`src/rtl/stc_params.svh`:
```
// offsets, field positions, reset values and divider counts of the timer
`ifndef STC_PARAMS_SVH
`define STC_PARAMS_SVH
`define STC_A_CTRL_FIRST 8'h00
`define STC_A_CTRL_SECOND 8'h04
`define STC_A_CTRL_THIRD 8'h08
`define STC_A_COUNT_LO 8'h0C
`define STC_A_COUNT_HI 8'h10
`define STC_A_CMPA_LO 8'h14
`define STC_A_CMPA_HI 8'h18
`define STC_A_CMPB_LO 8'h1C
`define STC_A_CMPB_HI 8'h20
`define STC_A_CAP_LO 8'h24
`define STC_A_CAP_HI 8'h28
`define STC_A_IRQ_FLAG 8'h2C
`define STC_A_IRQ_MASK 8'h30
`define STC_A_POWER 8'h34
`define STC_COM_A_POS 6
`define STC_COM_B_POS 4
`define STC_WAVE_LO_POS 0
`define STC_NOISE_EN_POS 7
`define STC_EDGE_POS 6
`define STC_CAP_SRC_POS 5
`define STC_WAVE_HI_POS 3
`define STC_CLK_SEL_POS 0
`define STC_FORCE_A_POS 7
`define STC_FORCE_B_POS 6
`define STC_FLAG_OVF 0
`define STC_FLAG_MA 1
`define STC_FLAG_MB 2
`define STC_FLAG_CAP 5
`define STC_CTRL_RESET 8'h00
`define STC_POWER_RESET 1'b0
`define STC_TOP_8BIT 16'h00FF
`define STC_TOP_9BIT 16'h01FF
`define STC_TOP_10BIT 16'h03FF
`define STC_BOTTOM 16'h0000
`define STC_MAX 16'hFFFF
`define STC_FILTER_LEN 4
`define STC_DIV8_MASK 10'h007
`define STC_DIV64_MASK 10'h03F
`define STC_DIV256_MASK 10'h0FF
`define STC_DIV1024_MASK 10'h3FF
`endif

```
`src/rtl/stc_pkg.sv`:
```
// types shared by the timer modules
package stc_pkg;
  typedef logic [15:0] stc_word_t;
  typedef enum logic [1:0] {STC_NONPWM, STC_FAST, STC_PHASE} stc_wave_t;
  typedef enum logic [2:0] {
    STC_CS_OFF, STC_CS_DIV1, STC_CS_DIV8, STC_CS_DIV64,
    STC_CS_DIV256, STC_CS_DIV1024, STC_CS_EXT_FALL, STC_CS_EXT_RISE
  } stc_clksel_t;
endpackage : stc_pkg

```
`src/rtl/stc_prescaler.sv`:
```
// clock select: prescaler enables and synchronised external count pin
`timescale 1ns/10ps
`default_nettype none
`include "stc_params.svh"
module stc_prescaler
  import stc_pkg::*;
(
  input wire logic clk,
  input wire logic rst_n,
  input wire logic enable,
  input wire logic [2:0] sel,
  input wire logic ext_pin,
  output logic tick
);
  logic [9:0] div;
  logic ext_s1, ext_s2, ext_s3;
  stc_clksel_t cs;
  assign cs = stc_clksel_t'(sel);
  wire rise = ext_s2 & ~ext_s3;
  wire fall = ~ext_s2 & ext_s3;
  wire [9:0] m8 = `STC_DIV8_MASK;
  wire [9:0] m64 = `STC_DIV64_MASK;
  wire [9:0] m256 = `STC_DIV256_MASK;
  wire [9:0] m1024 = `STC_DIV1024_MASK;
  logic next_tick;
  always_comb begin
    unique case (cs)
      STC_CS_OFF: next_tick = 1'b0;
      STC_CS_DIV1: next_tick = 1'b1;
      STC_CS_DIV8: next_tick = (div & m8) == m8;
      STC_CS_DIV64: next_tick = (div & m64) == m64;
      STC_CS_DIV256: next_tick = (div & m256) == m256;
      STC_CS_DIV1024: next_tick = (div & m1024) == m1024;
      STC_CS_EXT_FALL: next_tick = fall;
      STC_CS_EXT_RISE: next_tick = rise;
    endcase
  end
  always_ff @(posedge clk or negedge rst_n) begin
    if (!rst_n) begin
      div <= 10'h000;
      ext_s1 <= 1'b0;
      ext_s2 <= 1'b0;
      ext_s3 <= 1'b0;
      tick <= 1'b0;
    end else begin
      div <= enable ? div + 10'h001 : 10'h000;
      ext_s1 <= ext_pin;
      ext_s2 <= ext_s1;
      ext_s3 <= ext_s2;
      tick <= enable & next_tick;
    end
  end
endmodule : stc_prescaler
`default_nettype wire

```
`src/rtl/stc_capture_filter.sv`:
```
// capture source sync, select and optional noise canceller
`timescale 1ns/10ps
`default_nettype none
`include "stc_params.svh"
module stc_capture_filter (
  input wire logic clk,
  input wire logic rst_n,
  input wire logic [1:0] raw,
  input wire logic src_sel,
  input wire logic filter_en,
  output logic level
);
  logic [1:0] s1, s2;
  logic [`STC_FILTER_LEN-1:0] hist;
  wire src = src_sel ? s2[1] : s2[0];
  wire all_hi = &hist;
  wire all_lo = ~|hist;
  always_ff @(posedge clk or negedge rst_n) begin
    if (!rst_n) begin
      s1 <= 2'h0;
      s2 <= 2'h0;
      hist <= '0;
      level <= 1'b0;
    end else begin
      s1 <= raw;
      s2 <= s1;
      hist <= {hist[`STC_FILTER_LEN-2:0], src};
      if (!filter_en)
        level <= src;
      else if (all_hi | all_lo)
        level <= hist[0];
    end
  end
endmodule : stc_capture_filter
`default_nettype wire

```
`src/rtl/stc_timer.sv`:
```
// sixteen-bit timer core with compare, capture and apb registers
//
// Decided for this implementation: the address map and register access over APB.
`timescale 1ns/10ps
`default_nettype none
`include "stc_params.svh"
module stc_timer
  import stc_pkg::*;
(
  input wire logic CLOCK,
  input wire logic NRST,
  input wire logic PSEL,
  input wire logic PENABLE,
  input wire logic PWRITE,
  input wire logic [7:0] PADDR,
  input wire logic [31:0] PWDATA,
  output logic [31:0] PRDATA,
  output logic PREADY,
  output logic PSLVERR,
  input wire logic CAPTURE_PIN,
  input wire logic ANALOG_CMP,
  input wire logic EXT_COUNT_PIN,
  input wire logic [3:0] VECTOR_ACK,
  output logic COMPARE_A_PIN,
  output logic COMPARE_A_EN,
  output logic COMPARE_B_PIN,
  output logic COMPARE_B_EN,
  output logic [3:0] IRQ_REQ
);
  function automatic stc_wave_t wave_kind(input logic [3:0] m);
    unique case (m)
      4'h1, 4'h2, 4'h3, 4'h8, 4'h9, 4'hA, 4'hB: wave_kind = STC_PHASE;
      4'h5, 4'h6, 4'h7, 4'hE, 4'hF: wave_kind = STC_FAST;
      default: wave_kind = STC_NONPWM;
    endcase
  endfunction : wave_kind

  function automatic stc_word_t top_of(input logic [3:0] m,
      input stc_word_t ocra, input stc_word_t icr);
    unique case (m)
      4'h1, 4'h5: top_of = `STC_TOP_8BIT;
      4'h2, 4'h6: top_of = `STC_TOP_9BIT;
      4'h3, 4'h7: top_of = `STC_TOP_10BIT;
      4'h4, 4'h9, 4'hB, 4'hF: top_of = ocra;
      4'h8, 4'hA, 4'hC, 4'hE: top_of = icr;
      default: top_of = `STC_MAX;
    endcase
  endfunction : top_of

  function automatic logic pin_next(input stc_wave_t k,
      input logic [1:0] com, input logic pin, input logic hit,
      input logic wrap, input logic up, input logic frc,
      input logic tog_ok, input logic pwm_ok);
    pin_next = pin;
    if (k == STC_NONPWM) begin
      if (hit | frc) begin
        unique case (com)
          2'b00: pin_next = pin;
          2'b01: pin_next = ~pin;
          2'b10: pin_next = 1'b0;
          2'b11: pin_next = 1'b1;
        endcase
      end
    end else if (com == 2'b01) begin
      if (hit & tog_ok)
        pin_next = ~pin;
    end else if (com[1] & pwm_ok) begin
      if (hit)
        pin_next = (k == STC_FAST || up) ? com[0] : ~com[0];
      else if (wrap && k == STC_FAST)
        pin_next = ~com[0];
    end
  endfunction : pin_next

  logic [7:0] ctrl_first, ctrl_second, temp_high;
  logic [3:0] irq_flag_reg, irq_mask_reg;
  logic power_cut_bit, up_dir, match_block, cap_level_d;
  stc_word_t count_value, capture_value;
  stc_word_t cmpa_buf, cmpb_buf, compare_a_value, compare_b_value;
  logic [31:0] next_rdata;
  logic timer_tick, cap_level;

  // apb decode; writes land in the access cycle, a count or capture
  // low-byte read fills the holding byte at setup, from the same sample
  wire setup = PSEL & ~PENABLE;
  wire access = PSEL & PENABLE & PREADY;
  wire wr = access & PWRITE;
  wire rd = setup & ~PWRITE;
  wire [7:0] wdata = PWDATA[7:0];
  wire wr_first = wr && PADDR == `STC_A_CTRL_FIRST;
  wire wr_second = wr && PADDR == `STC_A_CTRL_SECOND;
  wire wr_third = wr && PADDR == `STC_A_CTRL_THIRD;
  wire wr_cnt_lo = wr && PADDR == `STC_A_COUNT_LO;
  wire wr_a_lo = wr && PADDR == `STC_A_CMPA_LO;
  wire wr_b_lo = wr && PADDR == `STC_A_CMPB_LO;
  wire wr_cap_lo = wr && PADDR == `STC_A_CAP_LO;
  wire wr_flag = wr && PADDR == `STC_A_IRQ_FLAG;
  wire wr_mask = wr && PADDR == `STC_A_IRQ_MASK;
  wire wr_power = wr && PADDR == `STC_A_POWER;
  wire wr_hi = wr && (PADDR == `STC_A_COUNT_HI ||
      PADDR == `STC_A_CMPA_HI || PADDR == `STC_A_CMPB_HI ||
      PADDR == `STC_A_CAP_HI);
  wire rd_cnt_lo = rd && PADDR == `STC_A_COUNT_LO;
  wire rd_cap_lo = rd && PADDR == `STC_A_CAP_LO;
  wire [15:0] wr_word = {temp_high, wdata};

  // mode, top and position of the counter
  wire [3:0] mode = {ctrl_second[`STC_WAVE_HI_POS +: 2],
      ctrl_first[`STC_WAVE_LO_POS +: 2]};
  stc_wave_t kind;
  assign kind = wave_kind(mode);
  wire stc_word_t top = top_of(mode, compare_a_value, capture_value);
  wire ocra_top = mode == 4'h4 || mode == 4'h9 || mode == 4'hB ||
      mode == 4'hF;
  wire icr_top = mode == 4'h8 || mode == 4'hA || mode == 4'hC ||
      mode == 4'hE;
  wire freq_correct = mode == 4'h8 || mode == 4'h9;
  wire at_top = count_value == top;
  wire at_bot = count_value == `STC_BOTTOM;
  wire at_max = count_value == `STC_MAX;
  wire phase_up = up_dir ? ~at_top : at_bot;
  wire stc_word_t count_step = (kind == STC_PHASE) ?
      (phase_up ? count_value + 16'h0001 : count_value - 16'h0001) :
      (at_top ? `STC_BOTTOM : count_value + 16'h0001);

  // compare on every tick except the first after a count write, against the active (buffered) values
  wire hit_a = timer_tick & ~match_block &
      count_value == compare_a_value;
  wire hit_b = timer_tick & ~match_block &
      count_value == compare_b_value;
  wire wrap = timer_tick & at_top;
  wire buf_load = (kind == STC_NONPWM) |
      (freq_correct ? timer_tick & at_bot : wrap);
  wire ovf_evt = (kind == STC_NONPWM) ? timer_tick & at_max :
      (kind == STC_FAST) ? wrap :
      timer_tick & at_bot & ~up_dir;
  wire force_a = wr_third & wdata[`STC_FORCE_A_POS];
  wire force_b = wr_third & wdata[`STC_FORCE_B_POS];

  // capture edge; no capture while capture register is top
  wire cap_edge = (cap_level != cap_level_d) &
      (cap_level == ctrl_second[`STC_EDGE_POS]);
  wire cap_take = cap_edge & ~icr_top;
  wire cap_evt = cap_take | (icr_top & wrap);
  wire [3:0] set_evt = {cap_evt, hit_b, hit_a, ovf_evt};
  wire [3:0] clr_evt = VECTOR_ACK |
      (wr_flag ? {wdata[`STC_FLAG_CAP], wdata[`STC_FLAG_MB],
      wdata[`STC_FLAG_MA], wdata[`STC_FLAG_OVF]} : 4'h0);
  wire [3:0] next_flag = set_evt | (irq_flag_reg & ~clr_evt);

  wire next_pin_a = pin_next(kind,
      ctrl_first[`STC_COM_A_POS +: 2], COMPARE_A_PIN, hit_a, wrap,
      up_dir, force_a, ocra_top, ~ocra_top);
  wire next_pin_b = pin_next(kind,
      ctrl_first[`STC_COM_B_POS +: 2], COMPARE_B_PIN, hit_b, wrap,
      up_dir, force_b, 1'b0, 1'b1);

  stc_prescaler u_prescaler (
    .clk(CLOCK),
    .rst_n(NRST),
    .enable(~power_cut_bit),
    .sel(ctrl_second[`STC_CLK_SEL_POS +: 3]),
    .ext_pin(EXT_COUNT_PIN),
    .tick(timer_tick)
  );

  stc_capture_filter u_capture_filter (
    .clk(CLOCK),
    .rst_n(NRST),
    .raw({ANALOG_CMP, CAPTURE_PIN}),
    .src_sel(ctrl_second[`STC_CAP_SRC_POS]),
    .filter_en(ctrl_second[`STC_NOISE_EN_POS]),
    .level(cap_level)
  );

  // read mux; flag and mask sit at their own bit positions
  wire [7:0] flag_byte = {2'b00, irq_flag_reg[3], 2'b00,
      irq_flag_reg[2:0]};
  wire [7:0] mask_byte = {2'b00, irq_mask_reg[3], 2'b00,
      irq_mask_reg[2:0]};
  logic map_hit;
  always_comb begin
    map_hit = 1'b1;
    next_rdata = 32'h0000_0000;
    unique case (PADDR)
      `STC_A_CTRL_FIRST: next_rdata[7:0] = ctrl_first;
      `STC_A_CTRL_SECOND: next_rdata[7:0] = ctrl_second;
      `STC_A_CTRL_THIRD: next_rdata[7:0] = 8'h00;
      `STC_A_COUNT_LO: next_rdata[7:0] = count_value[7:0];
      `STC_A_COUNT_HI: next_rdata[7:0] = temp_high;
      `STC_A_CMPA_LO: next_rdata[7:0] = cmpa_buf[7:0];
      `STC_A_CMPA_HI: next_rdata[7:0] = cmpa_buf[15:8];
      `STC_A_CMPB_LO: next_rdata[7:0] = cmpb_buf[7:0];
      `STC_A_CMPB_HI: next_rdata[7:0] = cmpb_buf[15:8];
      `STC_A_CAP_LO: next_rdata[7:0] = capture_value[7:0];
      `STC_A_CAP_HI: next_rdata[7:0] = temp_high;
      `STC_A_IRQ_FLAG: next_rdata[7:0] = flag_byte;
      `STC_A_IRQ_MASK: next_rdata[7:0] = mask_byte;
      `STC_A_POWER: next_rdata[0] = power_cut_bit;
      default: map_hit = 1'b0;
    endcase
  end

  // apb answer: pready high in the cycle after setup
  always_ff @(posedge CLOCK or negedge NRST) begin
    if (!NRST) begin
      PREADY <= 1'b0;
      PSLVERR <= 1'b0;
      PRDATA <= 32'h0000_0000;
    end else begin
      PREADY <= setup;
      PSLVERR <= setup & ~map_hit;
      if (setup)
        PRDATA <= next_rdata;
    end
  end

  // control, mask and power registers
  always_ff @(posedge CLOCK or negedge NRST) begin
    if (!NRST) begin
      ctrl_first <= `STC_CTRL_RESET;
      ctrl_second <= `STC_CTRL_RESET;
      irq_mask_reg <= 4'h0;
      power_cut_bit <= `STC_POWER_RESET;
    end else begin
      if (wr_first)
        ctrl_first <= wdata;
      if (wr_second)
        ctrl_second <= wdata;
      if (wr_mask)
        irq_mask_reg <= {wdata[`STC_FLAG_CAP], wdata[`STC_FLAG_MB],
            wdata[`STC_FLAG_MA], wdata[`STC_FLAG_OVF]};
      if (wr_power)
        power_cut_bit <= wdata[0];
    end
  end

  // shared high byte holding register
  always_ff @(posedge CLOCK or negedge NRST) begin
    if (!NRST)
      temp_high <= 8'h00;
    else if (wr_hi)
      temp_high <= wdata;
    else if (rd_cnt_lo)
      temp_high <= count_value[15:8];
    else if (rd_cap_lo)
      temp_high <= capture_value[15:8];
  end

  // counter and direction; a cpu write wins over any count
  always_ff @(posedge CLOCK or negedge NRST) begin
    if (!NRST) begin
      count_value <= `STC_BOTTOM;
      up_dir <= 1'b1;
      match_block <= 1'b0;
    end else begin
      if (wr_cnt_lo)
        count_value <= wr_word;
      else if (timer_tick)
        count_value <= count_step;
      if (kind != STC_PHASE)
        up_dir <= 1'b1;
      else if (timer_tick)
        up_dir <= phase_up;
      if (wr_cnt_lo)
        match_block <= 1'b1;
      else if (timer_tick)
        match_block <= 1'b0;
    end
  end

  // compare buffers and active values, capture register
  always_ff @(posedge CLOCK or negedge NRST) begin
    if (!NRST) begin
      cmpa_buf <= 16'h0000;
      cmpb_buf <= 16'h0000;
      compare_a_value <= 16'h0000;
      compare_b_value <= 16'h0000;
      capture_value <= 16'h0000;
      cap_level_d <= 1'b0;
    end else begin
      if (wr_a_lo)
        cmpa_buf <= wr_word;
      if (wr_b_lo)
        cmpb_buf <= wr_word;
      if (buf_load) begin
        compare_a_value <= cmpa_buf;
        compare_b_value <= cmpb_buf;
      end
      cap_level_d <= cap_level;
      if (cap_take)
        capture_value <= count_value;
      else if (wr_cap_lo)
        capture_value <= wr_word;
    end
  end

  // flags (set wins over clear), requests and output pins
  always_ff @(posedge CLOCK or negedge NRST) begin
    if (!NRST) begin
      irq_flag_reg <= 4'h0;
      IRQ_REQ <= 4'h0;
      COMPARE_A_PIN <= 1'b0;
      COMPARE_B_PIN <= 1'b0;
      COMPARE_A_EN <= 1'b0;
      COMPARE_B_EN <= 1'b0;
    end else begin
      irq_flag_reg <= next_flag;
      IRQ_REQ <= next_flag & irq_mask_reg;
      COMPARE_A_PIN <= next_pin_a;
      COMPARE_B_PIN <= next_pin_b;
      COMPARE_A_EN <= |ctrl_first[`STC_COM_A_POS +: 2];
      COMPARE_B_EN <= |ctrl_first[`STC_COM_B_POS +: 2];
    end
  end
endmodule : stc_timer
`default_nettype wire

```
`config.mk`:
```
export PLATFORM = sky130hd
export DESIGN_NAME = stc_timer
export DESIGN_NICKNAME = d
export VERILOG_FILES = /design/src/rtl/stc_pkg.sv /design/src/rtl/stc_prescaler.sv /design/src/rtl/stc_capture_filter.sv /design/src/rtl/stc_timer.sv
export VERILOG_INCLUDE_DIRS = /design/src /design/src/rtl
export SDC_FILE = /design/constraint.sdc
export NUM_CORES = 1
export LEC_CHECK = 0
export ABC_AREA = 0
export BUFFER_PORTS_ARGS = -buffer_cell sky130_fd_sc_hd__buf_4
export CAP_MARGIN = 20
export CORE_MARGIN = 1.5
export CORE_UTILIZATION = 35
export CTS_BUF_LIST = sky130_fd_sc_hd__clkbuf_4
export DETAILED_ROUTE_END_ITERATION = 8
export HOLD_SLACK_MARGIN = 0.12
export MAX_ROUTING_LAYER = met4
export PLACE_DENSITY = 0.56
export SYNTH_ARGS = -nofsm -noshare
export SYNTH_HDL_FRONTEND = slang
export SYNTH_SLANG_ARGS = --single-unit
export TNS_END_PERCENT = 1
```
`constraint.sdc`:
```
create_clock -name CLOCK -period 9.6 [get_ports CLOCK]
set_clock_uncertainty 0.2 [all_clocks]
set_input_delay 1.44 -clock CLOCK [delete_from_list [all_inputs] [get_ports CLOCK]]
set_output_delay 1.44 -clock CLOCK [all_outputs]
set_load 0.005 [all_outputs]
```
==> key figures, run 1 <==
Power
  • Pwr Density: ~130 nW/µm²
  • Logic gate share of total power: 11.3%
  • Leakage power: around 4.8 nW
  • Clock power frac: 31.8%
  • Sw power: around 0.42 mW
  • Switching Share: 30.04%
  • Max IR drop VDD: 101.0 µV
  • Sequential share of power: a little under three fifths
  • Pint: around 1 mW

Logic synthesis
  • Post-Syn Instances: ~1000
  • Flops & latches, synth: approximately 170
  • Netlist cell types: 74
  • Synthesized area: between 9000 and 10000 µm²
  • Synth warnings: 0
  • Commonest register cell after synthesis: dfrtp_1
  • Ys async rst share: 100.0%
  • Avg Cell Area, Syn: between 9 and 10 µm²
  • Register area share after synthesis: about 44%
  • Post-synth EDFFs: 0

Global route
  • Largest net degree at the start of global routing: around 110
  • Initial antenna violation count: 2
  • Vias in the first global route: around 7700
  • GRT Util Overall: 23.10%
  • First-pass GRT wire length: ~48 mm
  • Grt ovf: 0

Clock tree
  • H-tree levels: 4
  • Clk buf depth: 2
  • CTS tree: built
  • Cts hold-fix bufs: 0
  • Clock root cell: clkbuf_4
  • Clock latency on the worst-skew pair: between 0.5 and 0.6 ns
  • CTS Buf Count: 17
  • CTS-repair resized insts: 0
  • Post-CTS Setup Inserts: 0
  • CTS Sinks: 173
  • Clock-pin slew on the worst setup and hold paths: approximately 0.17 ns

Die
  • Die height: around 170 µm
  • Initial Util: 35.53%
  • Core Area: 27710 µm²
  • Site row count: between 60 and 70
  • Io pins: 94
  • Die W: 170.7 µm
  • Die area: 29140 µm²

Worst hold path
  • Worst hold path class: flip-flop to flip-flop
  • Hold Crit Start: u_prescaler.ext_s1
  • Worst hold stages: 0

Setup path
  • Worst endpoint required time: between 9 and 10 ns
  • Worst path slowest cell: nand2b_1
  • Largest stage delay, worst path: roughly 0.90 ns
  • CP Capture Type: flip-flop
  • CP cell instances: nand2b_1, o22ai_2, mux2i_1, a221oi_2, o2111ai_1, or4_1, buf_4, mux2i_1, a21oi_4, buf_4, mux2_1
  • Crit path depth: 11
  • R2r worst-path depth: 11
  • Setup CP Type: flip-flop to flip-flop
  • Crit path max fanout: 32
  • Buf/Inv on CP: 2
  • Worst EP arrival: slightly below 5 ns
  • Critical Path Source Type: flip-flop
  • Largest delay share family, worst path: simple AND/OR/NAND/NOR gates
  • Critical Path Start: ctrl_first[1]
  • Crit Reg-Reg Startpoint: ctrl_first[1]

Timing
  • Crit share post-route: 48.09%
  • Final hold vios: 0
  • Max Freq: approximately 220 MHz
  • Setup TNS: 0 ns
  • Worst Tran Pin Value: 1.082 ns
  • Min Hold Slack: 0.1687 ns
  • Setup WS post-layout: 4.983 ns
  • # setup viols final: 0
  • RSZ-0062 raised after global routing: false
  • Max-slew headroom: between 20 and 30%
  • Tmin final: ~4.6 ns
  • Max-slew violation count: 0

Route
  • Final wirelength: around 32 mm
  • Via count: around 8000
  • DRC Markers: 0
  • Drt initial violations: roughly 940
  • Post-route antenna net violation count: 0
  • Length of the first detailed-routing pass in iterations: 7
  • Wirelength per Cell: around 22 µm
  • Vias per cell: ~5.7

Layout
  • Most frequent cells in the layout: dfrtp_1 (172), nor2_1 (88), mux2_2 (72)
  • # fillers: 2814
  • Layout cells sized above 1: roughly 17%
  • Final Util: between 30% and 40%
  • Layout Nets: roughly 1100
  • Area delta synth->final: 8.898%
  • Most common cell after layout, fill and taps aside: dfrtp_1

Placement
  • Gpl congestion: ~0.93
  • I/O Buffers: between 40 and 50
  • Setup Slack @ Placement: 4.698 ns
  • DP HPWL: 22.08 mm

Job
  • Maxcap violations: 0

Run status
  • Status: finished, final reports clean
## power by group through the flow
| stage | Sequential [mW] | Clock (mW) | Combinational (mW) |
|---|---|---|---|
| global placement | 0.813 | 0 | 0.158 |
| finish | 0.801 | 0.447 | 0.160 |
| floorplan | 0.791 | 0 | 0.121 |
| global route | 0.806 | 0.486 | 0.182 |
| CTS | 0.800 | 0.457 | 0.160 |
| detailed placement | 0.814 | 0 | 0.159 |
## layout make-up
type	count	area, µm²	share of cell area, %
diodes	2	5.005	0.04669
clock buffers	17	127.6	1.191
clock inverters	13	155.1	1.447
inverters	34	127.6	1.191
multi-input cells	745	5036	46.98
flip-flops and latches	173	4330	40.40
well taps	378	473.0	4.412
repair buffers	60	464.2	4.331
## through the flow
stage | total power, mW | std cells | instance area (µm²)
after floorplan | 0.9112 | 1041 | 9930
after global placement | 0.9709 | 1388 | 10410
after detailed placement | 0.9727 | 1388 | 10410
after CTS | 1.417 | 1418 | 10690
after global routing | 1.474 | 1422 | 10720
final | 1.408 | 1422 | 10720
## worst paths after layout
check                                      to  slack, ns
max                        compare_a_value[8]       4.98
min                        u_prescaler.ext_s2       0.17
max reg2reg                compare_a_value[8]       4.98
min reg2reg                u_prescaler.ext_s2       0.17
max in group asynchronous           PRDATA[1]       6.98
min in group asynchronous      count_value[4]       0.77
## layer usage
layer  track usage, %  wire length [µm]  vias up
li1                 -                 -     3682
met1            31.27             14080     4089
met2            34.55             14350      332
met3            3.956              2111       59
met4            8.734              1066        0
met5                -                 0        -
## cells by family after synthesis
group	synth area share (%)
DFF	43.99
xor gates and xnor gates	3.915
adders and majority gates	0.6356
buffers and inverters	5.923
and+or+nand+nor	14.92
AOI/OAI and AO/OA	17.16
muxes	13.41
other	0.03810
## cell usage after synthesis, drive strengths merged, types with 27 or more instances
cell    count  area share (%)
a21oi      49             2.6
a22oi      32             2.4
buf        44             2.9
clkbuf     45             1.7
dfrtp     172              44
inv        34             1.3
mux2       84             9.6
mux2i      37             3.8
nand2      71             2.7
nand3      28             1.4
nor2       88             3.4
o21ai      55             2.8
xnor2      27             2.4
No activity file was read; power rests on OpenSTA's default activity.
==> run 2: changes to the inputs <==
==> constraint.sdc (replaced) <==
create_clock -name CLOCK -period 4.4 [get_ports CLOCK]
set_clock_uncertainty 0.2 [all_clocks]
set_input_delay 0.66 -clock CLOCK [delete_from_list [all_inputs] [get_ports CLOCK]]
set_output_delay 0.66 -clock CLOCK [all_outputs]
set_load 0.005 [all_outputs]
==> key figures, run 2 (same netlist as run 1, synthesis figures left out) <==
Clock tree
  • Clock root cell: clkbuf_4
  • Clk buf depth: 2
  • CTS Sinks: between 150 and 200
  • Post-CTS Setup Inserts: 0
  • CTS Buf Count: 17
  • Clock-pin slew on the worst setup and hold paths: approximately 0.17 ns
  • Clock latency on the worst-skew pair: ~0.6 ns
  • CTS tree: built
  • CTS-repair resized insts: 0
  • H-tree levels: 4

Power
  • Leakage power: about 5 nW
  • Max IR drop VDD: around 200 µV
  • Pwr Total: about 3 mW
  • Pwr Density: roughly 280 nW/µm²

Setup path
  • Worst Setup EP: compare_b_value[12]
  • Setup CP Type: flip-flop to flip-flop
  • Crit path max fanout: 32
  • Worst EP arrival: roughly 4.4 ns
  • Reg2reg end: compare_b_value[12]
  • R2r worst-path depth: 12
  • Critical Path Source Type: flip-flop
  • CP Capture Type: flip-flop
  • Crit Reg-Reg Startpoint: ctrl_second[4]
  • Worst endpoint required time: between 4 and 5 ns
  • Setup slack, reg-to-reg: a little under 0.3 ns
  • Critical Path Start: ctrl_second[4]

Job
  • Maxcap violations: 0

Placement
  • DP HPWL: about 23 mm
  • Gpl congestion: around 0.96
  • I/O Buffers: 45

Route
  • DRC Markers: 0
  • WL met1: 14.12 mm
  • Via count: around 8400
  • Length of the first detailed-routing pass in iterations: 5
  • Post-route antenna net violation count: 0
  • Met2 Wirelength: between 10 and 15 mm
  • Final wirelength: between 30 and 40 mm
  • Wirelength per Cell: roughly 22 µm
  • Drt initial violations: roughly 930
  • Uppermost routed layer: met4
  • Vias per cell: roughly 5.7
  • Met3 routed WL: between 2 and 2.5 mm

Timing
  • Max-slew violation count: 0
  • Setup TNS: 0 ns
  • Tmin final: 4.104 ns
  • Max-slew headroom: between 40% and 50%
  • Max Freq: roughly 240 MHz
  • Crit share post-route: 93.28%
  • Final hold vios: 0
  • RSZ-0062 raised after global routing: false
  • # setup viols final: 0
  • Worst Tran Pin Value: about 0.9 ns

Die
  • Die height: 170.7 µm
  • Initial Util: 35.53%
  • Site row count: 61
  • Core Area: ~28000 µm²
  • Io pins: 94
  • Die area: about 29000 µm²
  • Die W: approximately 170 µm

Layout
  • Area delta synth->final: 11.83%
  • Layout cells sized above 1: about a fifth
  • # fillers: roughly 2800
  • Most common cell after layout, fill and taps aside: dfrtp_1
  • Layout Nets: between 1000 and 1500
  • Most frequent cells in the layout: dfrtp_1 (172), buf_4 (90), nor2_1 (88)

Global route
  • Initial antenna violation count: 1
  • First-pass GRT wire length: 49.07 mm
  • Grt ovf: 0
  • Vias in the first global route: about 7700
  • GRT Util Overall: between 20% and 30%
  • Largest net degree at the start of global routing: 71

Run status
  • Status: finished, final reports clean

Worst hold path
  • Worst hold path class: flip-flop to flip-flop
## run 2: per-stage QoR
stage	util (%)	hold WS (ns)	instances	area, µm²	setup WS [ns]
floorplan	-	0.1312	1041	9930	1.050
global placement	38.54	0.1322	1422	10680	0.3999
detailed placement	38.54	0.1347	1422	10680	0.3970
CTS	39.72	0.1407	1459	11010	0.3698
global route	39.73	0.1367	1460	11010	0.1265
finish	39.73	0.1698	1460	11010	0.2955
## run 2: power breakdown
group	internal [mW]	switching (mW)	total (mW)
combinational	0.157	0.224	0.381
sequential	1.66	0.0740	1.73
clock	0.255	0.671	0.926
total	2.07	0.969	3.04
## run 2: repair_timing
item | 4_1_cts | 5_1_grt
setup endpoints to repair | 0 | 0
hold endpoints to repair | 70 | 0
hold buffers | 5 | 0
## run 2: final cells by class
class / instances / area [µm²] / share of cell area (%)
Multi-Input combinational cell: 745 / 5036 / 45.75
Sequential cell: 173 / 4330 / 39.34
Timing Repair Buffer: 97 / 759.5 / 6.899
Tap cell: 378 / 473.0 / 4.296
Clock inverter: 15 / 151.4 / 1.375
Clock buffer: 17 / 127.6 / 1.159
Inverter: 34 / 127.6 / 1.159
Antenna cell: 1 / 2.502 / 0.02273
## run 2: worst max-delay path, stage by stage (launching register included)
cell and delay [ns]:
dfrtp_1 0.64, buf_4 0.31, or2_2 0.30, o22ai_1 0.17
mux2_2 0.36, o2111a_1 0.27, nand4_1 0.08, or4_1 0.19
buf_4 0.30, mux2i_1 0.16, a21oi_4 0.16, buf_4 0.44
mux2_2 0.40
## run 2: worst min path at each step
stage / cells after the start / from / slack, ns / end
final: 0 / u_prescaler.ext_s1 / 0.17 / u_prescaler.ext_s2
after global routing: 3 / VECTOR_ACK[1] / 0.14 / irq_flag_reg[1]
after CTS: 3 / VECTOR_ACK[2] / 0.14 / irq_flag_reg[2]
after detailed placement: 0 / u_prescaler.ext_s1 / 0.13 / u_prescaler.ext_s2
after global placement: 0 / u_prescaler.ext_s1 / 0.13 / u_prescaler.ext_s2
after floorplan: 0 / u_capture_filter.s1[0] / 0.13 / u_capture_filter.s2[0]
## run 2: layer usage
metal  global-route usage, %  vias to the layer above
met5                       -                        -
met4                   8.503                        0
met3                   3.609                       68
met2                   35.67                      370
met1                   31.93                     4167
li1                        -                     3751
==> run 3: changes to the inputs <==
--- a/config.mk
+++ b/config.mk
@@ -18,5 +18,6 @@
 export PLACE_DENSITY = 0.56
 export SYNTH_ARGS = -nofsm -noshare
 export SYNTH_HDL_FRONTEND = slang
+export SYNTH_HIERARCHICAL = 1
 export SYNTH_SLANG_ARGS = --single-unit
 export TNS_END_PERCENT = 1
==> constraint.sdc (replaced) <==
create_clock -name CLOCK -period 4.4 [get_ports CLOCK]
set_clock_uncertainty 0.2 [all_clocks]
set_input_delay 0.66 -clock CLOCK [delete_from_list [all_inputs] [get_ports CLOCK]]
set_output_delay 0.66 -clock CLOCK [all_outputs]
set_load 0.1 [all_outputs]
==> key figures, run 3 <==
Placement
  • Gpl congestion: about 0.94
  • Area post-placement: about 11000 µm²
  • I/O Buffers: 45
  • DP HPWL: 23.95 mm

Worst hold path
  • Worst hold path class: flip-flop to flip-flop

Die
  • Io pins: 94
  • Site row count: a little over 60
  • Core Area: 28010 µm²
  • Die area: between 20000 and 30000 µm²
  • Die height: approximately 170 µm
  • Die W: roughly 170 µm
  • Initial Util: a little over a third

Power
  • Leakage power: about 5.0 nW
  • Switching Share: 34.24%
  • Pint: roughly 2.1 mW
  • Clock power frac: 31.5%
  • Sw power: about 1.1 mW
  • Max IR drop VDD: roughly 250 µV
  • Pwr Density: 290.4 nW/µm²
  • Logic gate share of total power: between 10 and 15%
  • Sequential share of power: ~54%

Layout
  • Fin area: ~11000 µm²
  • Layout cells sized above 1: between 20% and 30%
  • Final Util: 39.90%
  • Layout Nets: between 1000 and 1500
  • Most frequent cells in the layout: dfrtp_1 (172), mux2_2 (87), nor2_1 (85)
  • Area delta synth->final: 11.39%
  • Most common cell after layout, fill and taps aside: dfrtp_1

Route
  • Length of the first detailed-routing pass in iterations: 5
  • DRC Markers: 0
  • Via count: approximately 8400
  • Final wirelength: about 33 mm
  • Drt initial violations: 862
  • Vias per cell: about 5.7
  • Wirelength per Cell: roughly 22 µm
  • Post-route antenna net violation count: 0

Clock tree
  • CTS Sinks: between 150 and 200
  • H-tree levels: 4
  • Clock root cell: clkbuf_4
  • Clk buf depth: 2
  • Clock latency on the worst-skew pair: between 0.6 and 0.7 ns
  • CTS Buf Count: 17
  • Clock-pin slew on the worst setup and hold paths: 0.18 ns
  • CTS-repair resized insts: 0
  • CTS tree: built

Run status
  • Status: finished, final reports clean

Timing
  • RSZ-0062 raised after global routing: false
  • Crit share post-route: between 80% and 90%
  • Max-slew violation count: 0
  • Tmin final: approximately 3.8 ns
  • Setup TNS: 0 ns
  • Final hold vios: 0
  • Max Freq: about 260 MHz
  • Max-slew headroom: about a quarter
  • # setup viols final: 0
  • Worst Tran Pin Value: ~1.1 ns

Logic synthesis
  • Post-synth EDFFs: 0
  • Netlist cell types: 86
  • Top-count cell post-synth: dfrtp_1
  • Top post-synthesis cells by area: dfrtp_1 (43%), mux2_2 (9.8%), nor2_1 (3.2%)
  • Post-Syn Instances: between 1000 and 1500
  • Ys async rst share: between 90% and 100%
  • Synth cell count leaders: dfrtp_1 (172), mux2_2 (87), nor2_1 (85)
  • Synthesized area: ~10000 µm²
  • Synth warnings: 6
  • Synth area leader: dfrtp_1
  • Flops & latches, synth: about 170
  • Register area share after synthesis: ~43%
  • Avg Cell Area, Syn: between 9 and 10 µm²
  • Commonest register cell after synthesis: dfrtp_1
  • Post-synth top area share: a little over two fifths

Global route
  • Largest net degree at the start of global routing: ~110
  • GRT Util Overall: a little under a quarter
  • First-pass GRT wire length: 49.91 mm
  • Vias in the first global route: around 8000
  • Initial antenna violation count: 1
  • Grt ovf: 0

Setup path
  • CP Capture Type: flip-flop
  • Crit path max fanout: 32
  • Setup slack, reg-to-reg: ~0.55 ns
  • CP cell instances: nor2b_1, buf_4, nor2_1, o22ai_1, xnor2_1, a2111o_1, nand4b_1, mux2i_1, a21o_1, buf_12, mux2_2
  • Worst endpoint required time: around 4.7 ns
  • Setup CP Type: flip-flop to flip-flop
  • Worst path slowest cell: dfrtp_1
  • Critical Path Source Type: flip-flop
  • Worst EP arrival: slightly above 4 ns
  • Largest stage delay, worst path: between 0.7 and 0.8 ns

Job
  • Maxcap violations: 0
==> run 3: critical path: cells and delay by family, from the launching register on <==
| kind | cells | cell delay, ns |
|---|---|---|
| multiplexers | 2 | 0.61 |
| buffers and inverters | 2 | 0.44 |
| XOR/XNOR | 1 | 0.15 |
| AND/OR/NAND/NOR | 3 | 0.86 |
| flip-flops | 1 | 0.71 |
| AO/OA/AOI/OAI | 3 | 0.72 |
==> run 3: final timing paths <==
kind / depth (start not counted) / start / endpoint
max: 11 / ctrl_second[3] / compare_b_value[7]
min: 0 / u_prescaler/ext_s1 / u_prescaler/ext_s2
max reg2reg: 11 / ctrl_second[3] / compare_b_value[7]
min reg2reg: 0 / u_prescaler/ext_s1 / u_prescaler/ext_s2
max in group asynchronous: 3 / NRST / compare_a_value[6]
min in group asynchronous: 2 / NRST / COMPARE_B_PIN
==> run 3: per-stage QoR <==
stage | total power [mW] | cells | hold slack (ns) | setup slack (ns)
final | 3.246 | 1464 | 0.1700 | 0.5544
after global placement | 2.241 | 1425 | 0.1338 | 0.6085
after CTS | 3.268 | 1463 | 0.1482 | 0.6016
after floorplan | 2.096 | 1050 | 0.1312 | 1.287
after detailed placement | 2.246 | 1425 | 0.1355 | 0.6201
after global routing | 3.383 | 1464 | 0.1486 | 0.3192
==> run 3: cell type report <==
type / count / area (µm²)
tap: 378 / 473.0
clock buffer: 17 / 127.6
sequential: 173 / 4330
inverter: 31 / 116.4
fill: 2832 / 16830
clock inverter: 15 / 197.7
antenna: 1 / 2.502
timing repair buffer: 89 / 711.9
multi-input combinational: 760 / 5216
==> run 3: cell families (layout without fill, tap and decap cells) <==
logic type / Yosys count / after routing / share of synthesized area [%]
AND/OR/NAND/NOR: 345 / 345 / 17.88
AO/OA/AOI/OAI: 236 / 236 / 16.98
flip-flops: 173 / 173 / 43.16
buffers and inverters: 117 / 152 / 5.749
multiplexers: 110 / 110 / 12.07
XOR/XNOR: 40 / 40 / 3.492
adder cells (fa/ha/maj): 5 / 5 / 0.6235
other: 1 / 25 / 0.03738
==> run 3: timing repair <==
action                                 4_1_cts  5_1_grt
endpoints found under the hold margin      108        0
hold buffers                                 6        0
setup buffers                                0        0
==> run 3: routing by layer <==
| layer | up-vias | GRT usage (%) | part of all wire, % |
|---|---|---|---|
| li1 | 3785 | - | - |
| met1 | 4202 | 33.38 | 46 |
| met2 | 358 | 34.92 | 45 |
| met3 | 38 | 3.456 | 6.6 |
| met4 | 0 | 7.524 | 2.2 |
| met5 | - | - | 0 |
==> run 3: power by group through the flow <==
stage | clock network, mW | registers [mW] | logic [mW]
finish | 1.02 | 1.76 | 0.462
global placement | 0 | 1.79 | 0.453
global route | 1.11 | 1.77 | 0.504
floorplan | 0 | 1.76 | 0.334
CTS | 1.04 | 1.76 | 0.463
detailed placement | 0 | 1.79 | 0.458
